$ cat src/design/pcie_rc_err_consts.vh
// constants for the pcie root-complex error status and ack timer block
`ifndef PCIE_RC_ERR_CONSTS_VH
`define PCIE_RC_ERR_CONSTS_VH
`define CPL_STS_SC 3'h0
`define CPL_STS_UR 3'h1
`define CPL_STS_CA 3'h4
`define LOG_STS_HI 23
`define LOG_STS_LO 21
`define RTL_LIM_W 16
`define RPL_LIM_W 16
`define RTL_LIM_RST 16'h0000
`define RPL_LIM_RST 16'h0000
`define HDR_WORDS 4
`define HDR_IDX_W 2
`define HDR_FIRST_WORD 2'h0
`define HDR_STS_WORD 2'h1
`define HDR_LAST_WORD 2'h3
`endif

$ cat src/design/header_log_mem.v
// four-word error header log storage with registered read data
`timescale 1ns/1ns
`default_nettype none
`include "pcie_rc_err_consts.vh"
module header_log_mem (
  // clock
  input wire clk_sys,
  // write side
  input wire wrEn,
  input wire [`HDR_IDX_W-1:0] wrIdx,
  input wire [31:0] wrData,
  // read side
  input wire [`HDR_IDX_W-1:0] rdIdx,
  output reg [31:0] rdData
);
  reg [31:0] mem [0:`HDR_WORDS-1];

  always @(posedge clk_sys) begin
    if (wrEn) begin
      mem[wrIdx] <= wrData;
    end
    rdData <= mem[rdIdx];
  end
endmodule // header_log_mem
`default_nettype wire

$ cat src/design/pcie_rc_error_status_ack_timer.v
// pcie root-complex completion error capture and ack/replay timer register
// What this block does
// - Intended: unsupported-request completion sets master-abort and secondary unsupported flags.
// - Intended: completer-abort completion sets target-abort and secondary completer-abort flags.
// - Affected silicon leaves all four abort flags unchanged on these completions.
// - Erroneous completion header is logged; status sits in word one bits 23:21.
// - Logged status reads 001b for unsupported request, 100b for completer abort.
// - Two timer limit fields are written separately; writing one keeps the other.
// - Affected silicon in Gen2: writing one timer field corrupts the other too.
`timescale 1ns/1ns
`default_nettype none
`include "pcie_rc_err_consts.vh"
module pcie_rc_error_status_ack_timer (
  // clock and reset
  input wire clk_sys,
  input wire rst_n,
  // configuration
  input wire erratumMode,
  input wire linkGen2,
  // received completion header, one word per cycle
  input wire cplValid,
  input wire cplFirst,
  input wire [31:0] cplWord,
  // error header log readout
  input wire [`HDR_IDX_W-1:0] logRdIdx,
  output wire [31:0] logRdData,
  output reg errLogged,
  output reg [2:0] loggedStatus,
  // primary and secondary abort flags, write-one-to-clear
  input wire [3:0] abortFlagClr,
  output reg rcvdMasterAbort,
  output reg rcvdTargetAbort,
  output reg secondary_rcvd_unsupported_flag,
  output reg secondary_rcvd_completer_abort_flag,
  // ack replay timer register
  input wire rttWrEn,
  input wire [`RTL_LIM_W-1:0] rttWrData,
  input wire rplWrEn,
  input wire [`RPL_LIM_W-1:0] rplWrData,
  output reg [`RTL_LIM_W-1:0] round_trip_latency_limit,
  output reg [`RPL_LIM_W-1:0] replay_time_limit
);
  // header capture states
  localparam [1:0] ST_WATCH = 2'h0;
  localparam [1:0] ST_COPY = 2'h1;
  localparam [1:0] ST_WORD0 = 2'h2;

  reg [1:0] capState_reg;
  reg [1:0] capState_next;
  reg [`HDR_IDX_W-1:0] wordIdx_reg;
  reg [31:0] hdrWord0_reg;
  reg [2:0] curStatus_reg;
  wire [`HDR_IDX_W-1:0] curIdx;
  wire firstWord;
  wire lastWord;
  wire isErrCpl;
  wire copyWord;
  wire flushWord0;
  wire logWrEn;
  wire [`HDR_IDX_W-1:0] logWrIdx;
  wire [31:0] logWrData;
  wire isUr;
  wire isCa;
  wire [2:0] word1Status;

  // word index restarts on cplFirst, else counts up per valid word
  assign curIdx = cplFirst ? {`HDR_IDX_W{1'b0}} : wordIdx_reg;
  assign firstWord = cplValid && (curIdx == `HDR_FIRST_WORD);
  assign lastWord = cplValid && (curIdx == `HDR_LAST_WORD);
  // completion status lives in word one of the header
  assign word1Status = cplWord[`LOG_STS_HI:`LOG_STS_LO];
  assign isUr = (word1Status == `CPL_STS_UR);
  assign isCa = (word1Status == `CPL_STS_CA);
  assign isErrCpl = cplValid && (curIdx == `HDR_STS_WORD) && (isUr || isCa);

  // word one decides; words two and three then go straight in
  assign copyWord = cplValid && (capState_reg == ST_COPY) &&
    (curIdx != `HDR_FIRST_WORD);
  // word zero was held back and is written once the header is whole
  assign flushWord0 = (capState_reg == ST_WORD0);
  assign logWrEn = isErrCpl || copyWord || flushWord0;
  assign logWrIdx = flushWord0 ? `HDR_FIRST_WORD : curIdx;
  assign logWrData = flushWord0 ? hdrWord0_reg : cplWord;

  // log storage, registered read data
  header_log_mem uLog (
    .clk_sys(clk_sys),
    .wrEn(logWrEn),
    .wrIdx(logWrIdx),
    .wrData(logWrData),
    .rdIdx(logRdIdx),
    .rdData(logRdData)
  );

  // word index and the held word zero
  always @(posedge clk_sys) begin
    if (!rst_n) begin
      wordIdx_reg <= {`HDR_IDX_W{1'b0}};
      hdrWord0_reg <= 32'h0;
    end else if (cplValid) begin
      wordIdx_reg <= curIdx + 2'h1;
      if (firstWord) begin
        hdrWord0_reg <= cplWord;
      end
    end
  end

  // capture sequence: watch word one, copy two and three, then word zero
  always @* begin
    capState_next = capState_reg;
    case (capState_reg)
      ST_WATCH: begin
        if (isErrCpl) begin
          capState_next = ST_COPY;
        end
      end
      ST_COPY: begin
        if (firstWord) begin
          // header cut short: the partial capture is dropped
          capState_next = ST_WATCH;
        end else if (lastWord) begin
          capState_next = ST_WORD0;
        end
      end
      ST_WORD0: begin
        capState_next = ST_WATCH;
      end
      default: begin
        capState_next = ST_WATCH;
      end
    endcase
  end

  // capture state and the logged status
  always @(posedge clk_sys) begin
    if (!rst_n) begin
      capState_reg <= ST_WATCH;
      curStatus_reg <= 3'h0;
      errLogged <= 1'b0;
      loggedStatus <= 3'h0;
    end else begin
      capState_reg <= capState_next;
      if (isErrCpl) begin
        curStatus_reg <= word1Status;
      end
      // pulse once all four words stand in the log
      errLogged <= flushWord0;
      if (flushWord0) begin
        loggedStatus <= curStatus_reg;
      end
    end
  end

  // abort flags: intended behaviour unless the silicon deviation is modelled
  wire setUr;
  wire setCa;

  wire rcvdMasterAbort_next;
  wire rcvdTargetAbort_next;
  wire secondary_rcvd_unsupported_flag_next;
  wire secondary_rcvd_completer_abort_flag_next;
  assign setUr = isErrCpl && isUr && !erratumMode;
  assign setCa = isErrCpl && isCa && !erratumMode;

  // set wins over a clear in the same cycle
  assign rcvdMasterAbort_next = setUr | (rcvdMasterAbort & ~abortFlagClr[0]);
  assign secondary_rcvd_unsupported_flag_next = setUr |
    (secondary_rcvd_unsupported_flag & ~abortFlagClr[1]);
  assign rcvdTargetAbort_next = setCa | (rcvdTargetAbort & ~abortFlagClr[2]);
  assign secondary_rcvd_completer_abort_flag_next = setCa |
    (secondary_rcvd_completer_abort_flag & ~abortFlagClr[3]);

  always @(posedge clk_sys) begin
    if (!rst_n) begin
      rcvdMasterAbort <= 1'b0;
      rcvdTargetAbort <= 1'b0;
      secondary_rcvd_unsupported_flag <= 1'b0;
      secondary_rcvd_completer_abort_flag <= 1'b0;
    end else begin
      rcvdMasterAbort <= rcvdMasterAbort_next;
      rcvdTargetAbort <= rcvdTargetAbort_next;
      secondary_rcvd_unsupported_flag <= secondary_rcvd_unsupported_flag_next;
      secondary_rcvd_completer_abort_flag <= secondary_rcvd_completer_abort_flag_next;
    end
  end

  // ack replay timer register
  wire corrupt;
  reg [`RTL_LIM_W-1:0] round_trip_latency_limit_next;
  reg [`RPL_LIM_W-1:0] replay_time_limit_next;
  assign corrupt = erratumMode && linkGen2;

  // both enables at once: each field takes its own data
  always @* begin
    round_trip_latency_limit_next = round_trip_latency_limit;
    replay_time_limit_next = replay_time_limit;
    if (rttWrEn) begin
      round_trip_latency_limit_next = rttWrData;
    end else if (rplWrEn && corrupt) begin
      // gen2 silicon: the write spills into the field left alone
      round_trip_latency_limit_next = rplWrData;
    end
    if (rplWrEn) begin
      replay_time_limit_next = rplWrData;
    end else if (rttWrEn && corrupt) begin
      replay_time_limit_next = rttWrData;
    end
  end

  always @(posedge clk_sys) begin
    if (!rst_n) begin
      round_trip_latency_limit <= `RTL_LIM_RST;
      replay_time_limit <= `RPL_LIM_RST;
    end else begin
      round_trip_latency_limit <= round_trip_latency_limit_next;
      replay_time_limit <= replay_time_limit_next;
    end
  end
endmodule // pcie_rc_error_status_ack_timer
`default_nettype wire

$ cat config.mk
export PLATFORM = sky130hd
export DESIGN_NAME = pcie_rc_error_status_ack_timer
export DESIGN_NICKNAME = d
export VERILOG_FILES = /design/src/design/header_log_mem.v /design/src/design/pcie_rc_error_status_ack_timer.v
export VERILOG_INCLUDE_DIRS = /design/src /design/src/design
export SDC_FILE = /design/constraint.sdc
export NUM_CORES = 1
export LEC_CHECK = 0
export ABC_CLOCK_PERIOD_IN_PS = 5600
export BUFFER_PORTS_ARGS = -buffer_cell sky130_fd_sc_hd__buf_2
export CORE_UTILIZATION = 53
export CTS_BUF_LIST = sky130_fd_sc_hd__clkbuf_2 sky130_fd_sc_hd__clkbuf_4 sky130_fd_sc_hd__clkbuf_8
export DETAILED_ROUTE_END_ITERATION = 10
export PLACE_DENSITY = 0.9
export RECOVER_POWER = 25
export SKIP_LAST_GASP = 1
export SLEW_MARGIN = 20
export SYNTH_ARGS = -nofsm -noshare
export SYNTH_HDL_FRONTEND = slang
export SYNTH_SLANG_ARGS = --single-unit
$ cat constraint.sdc
create_clock -name clk_sys -period 5.6 [get_ports clk_sys]
set_clock_uncertainty 0.05 [all_clocks]
set_input_delay 1.12 -clock clk_sys [delete_from_list [all_inputs] [get_ports clk_sys]]
set_output_delay 1.12 -clock clk_sys [all_outputs]
set_load 0.01 [all_outputs]
==> impl_metrics.tcl <==
set metrics [dict create \
    dr_wl_met2_um 9378 \
    synth_edf_count 128 \
    hold_class "flip-flop to flip-flop" \
    relSlewSlack_pct -119.7 \
    viasPerCell 5.318 \
    diodes 0 \
    coreArea_um2 16700 \
    clkLatencyLatePin_ps 520 \
    fmax_mhz 274.5 \
    hold_viol 0 \
    rsz0062_at_grt "no" \
    grt_pass1_vias 5862 \
    worst-path-max-fanout 81 \
    ff2ff_setup_slack_ps 2090 \
    die_area_um2 17750 \
    antenna_found_initial 1 \
    synthDistinctLibCells 35 \
    syn_inst 663 \
    placed_area_um2 9916 \
    top_layer_used "met5" \
    synth_common_cells "203 x nand2_1, 128 x edfxtp_1, 111 x dfxtp_1" \
    clk_pin_slew_ps 60 \
    yosys.area.top_type "edfxtp_1" \
    worst_pin_slew_ps 3295 \
    maxCapViolCount 3 \
    totalNegativeSetupSlack_ps 0 \
    drtAntennaViolNets 0 \
    leakagePower_nw 4.563 \
    vdd_drop_max_mv 0.1932 \
    post_cts_buffers 0 \
    avgSynthCellArea_um2 13.77 \
    via_count 5674 \
    worstSetupPathType "primary input to flip-flop" \
    grt_use_total_pct 20.95 \
    ctsHoldBuffers 0 \
    dieHeight_um 133.2 \
    power_w 0.003652 \
    status "finished, violations left" \
    gp_congestion 0.7794 \
    cts_root_buffer "clkbuf_8" \
    largest_reg_flops 128 \
    finalCritPeriodShare_pct 65.05 \
    cts_tree "done" \
    drive_gt1_share_pct 30.81 \
    period_minus_slack_ps 3643 \
    drt_first_pass_iters 4 \
    post_drt_wl_per_cell_um 17.11 \
    cts.sinks 239 \
    h-tree-depth 2 \
    place_inst 996 \
    crit_path_start_kind "primary input" \
    ios 150 \
    path_cells "buf_2 -> clkbuf_1 -> and4bb_2" \
    grt_pass1_wl_um 28720 \
    wl_met3_um 1133 \
    grt-ovfl-total 0 \
    drtIter0Drc 307 \
    die_w_um 133.2 \
    violations "capacitance limit, slew limit" \
    cp_num_buf_inv 2 \
    max_stage_delay_ps 2320 \
    grt_max_degree 82 \
    fin_area_um2 10690 \
    area_growth_pct 17.12 \
    crit_arrival_ps 4040 \
    ys_warn_count 0 \
    end_kind "flip-flop" \
    power.density_nw_per_um2 341.7 \
    drt-total-wl_um 18260 \
    synth_top_area_share_pct 42.12 \
    fin_util_pct 64.00 \
    wl_met1_um 7236 \
    synth.net_count 744 \
    synthMostInstantiatedCell "nand2_1" \
    clockBufferDepth 3 \
    port_buffers 149 \
    slew_violations 154 \
    setup_violations 0 \
    fin_nets 898 \
    synth_ff_type "edfxtp_1" \
    synth_area_um2 9126 \
    initial_core_util_pct 54.64 \
    synth-seq-cells 239 \
    drc 0 \
    post_cts_resized 0 \
    crit_family "buffers and inverters" \
    finalNonFillerCells 1067 \
    critPathRequiredTime_ps 6000 \
    ys_async_sr_fraction_pct 0 \
    seq_area_frac_synth_pct 66.47 \
    rows 47 \
    cts_buffers 39 \
    slowest_stage "clkbuf_1" \
    synth_area_leaders "edfxtp_1 42%, dfxtp_1 24%, nand2_1 8.3%" \
    dpl.hpwl_um 11290 \
]
==> logic make-up after synthesis <==
group                      Yosys count  synth area share, %
and+or+nand+nor                    230                10.30
xor gates and xnor gates             1              0.09599
muxes                               65                11.60
AOI/OAI and AO/OA                   81                7.541
buffers and inverters               44                3.592
adders and majority gates            3               0.4113
DFF                                239                66.47
==> layer usage <==
| layer | vias to the layer above | GRT usage, % |
|---|---|---|
| met1 | 2724 | 23.59 |
| met4 | 2 | 9.596 |
| li1 | 2695 | - |
| met2 | 211 | 37.38 |
| met3 | 42 | 5.327 |
| met5 | - | 0 |
==> path summary, 6_finish.rpt <==
kind                            startpoint                             to  depth (start not counted)
max                                  rst_n   capState_reg[0]$_SDFFE_PN0P_                          3
min          curStatus_reg[2]$_SDFFE_PN0P_  curStatus_reg[2]$_SDFFE_PN0P_                          2
max reg2reg   capState_reg[1]$_SDFFE_PN0P_       uLog.mem[2][3]$_DFFE_PP_                          3
min reg2reg  curStatus_reg[2]$_SDFFE_PN0P_  curStatus_reg[2]$_SDFFE_PN0P_                          2
==> worst reg2reg max path, stage by stage, from the launching register on <==
cell,delay [ps]
dfxtp_1,390
nor2b_1,2270
nor4_2,70
buf_4,410
==> cells in the final DEF, fill, tap and decap left out, types with 3 or more instances in the layout <==
cell / instances
a21boi_0: 5
a21boi_1: 30
a21oi_1: 3
buf_2: 148
buf_4: 5
clkbuf_4: 20
clkbuf_8: 42
clkinv_2: 4
dfxtp_1: 111
edfxtp_1: 128
ha_1: 3
mux2i_1: 33
mux4_2: 30
nand2_1: 203
nand2b_1: 4
nor2b_1: 6
o211a_1: 33
o21a_1: 4
==> through the flow <==
| stage | hold WS, ps | setup WS (ps) |
|---|---|---|
| 6_report | 405.0 | 1957 |
| 5_1_grt | 420.4 | 1576 |
| 4_1_cts | 406.2 | 2602 |
| 3_5_place_dp | 397.4 | 2086 |
| 3_3_place_gp | 390.3 | 2149 |
| 2_1_floorplan | 362.2 | 84.06 |
==> report_power, final <==
group,internal (W),leakage [nW],switching [W]
combinational,0.000114,2.07,0.000141
clock,0.000833,0.425,0.000644
sequential,0.00190,2.07,0.0000244
total,0.00284,4.56,0.000810
==> area by class of cell <==
type | count | area [um^2]
Clock buffer | 62 | 728.2
Clock inverter | 9 | 57.56
Fill cell | 1214 | 6012
Inverter | 2 | 7.507
Multi-Input combinational cell | 380 | 2769
Sequential cell | 239 | 6066
Tap cell | 220 | 275.3
Timing Repair Buffer | 155 | 785.8
(Power assumes the default switching activity.)
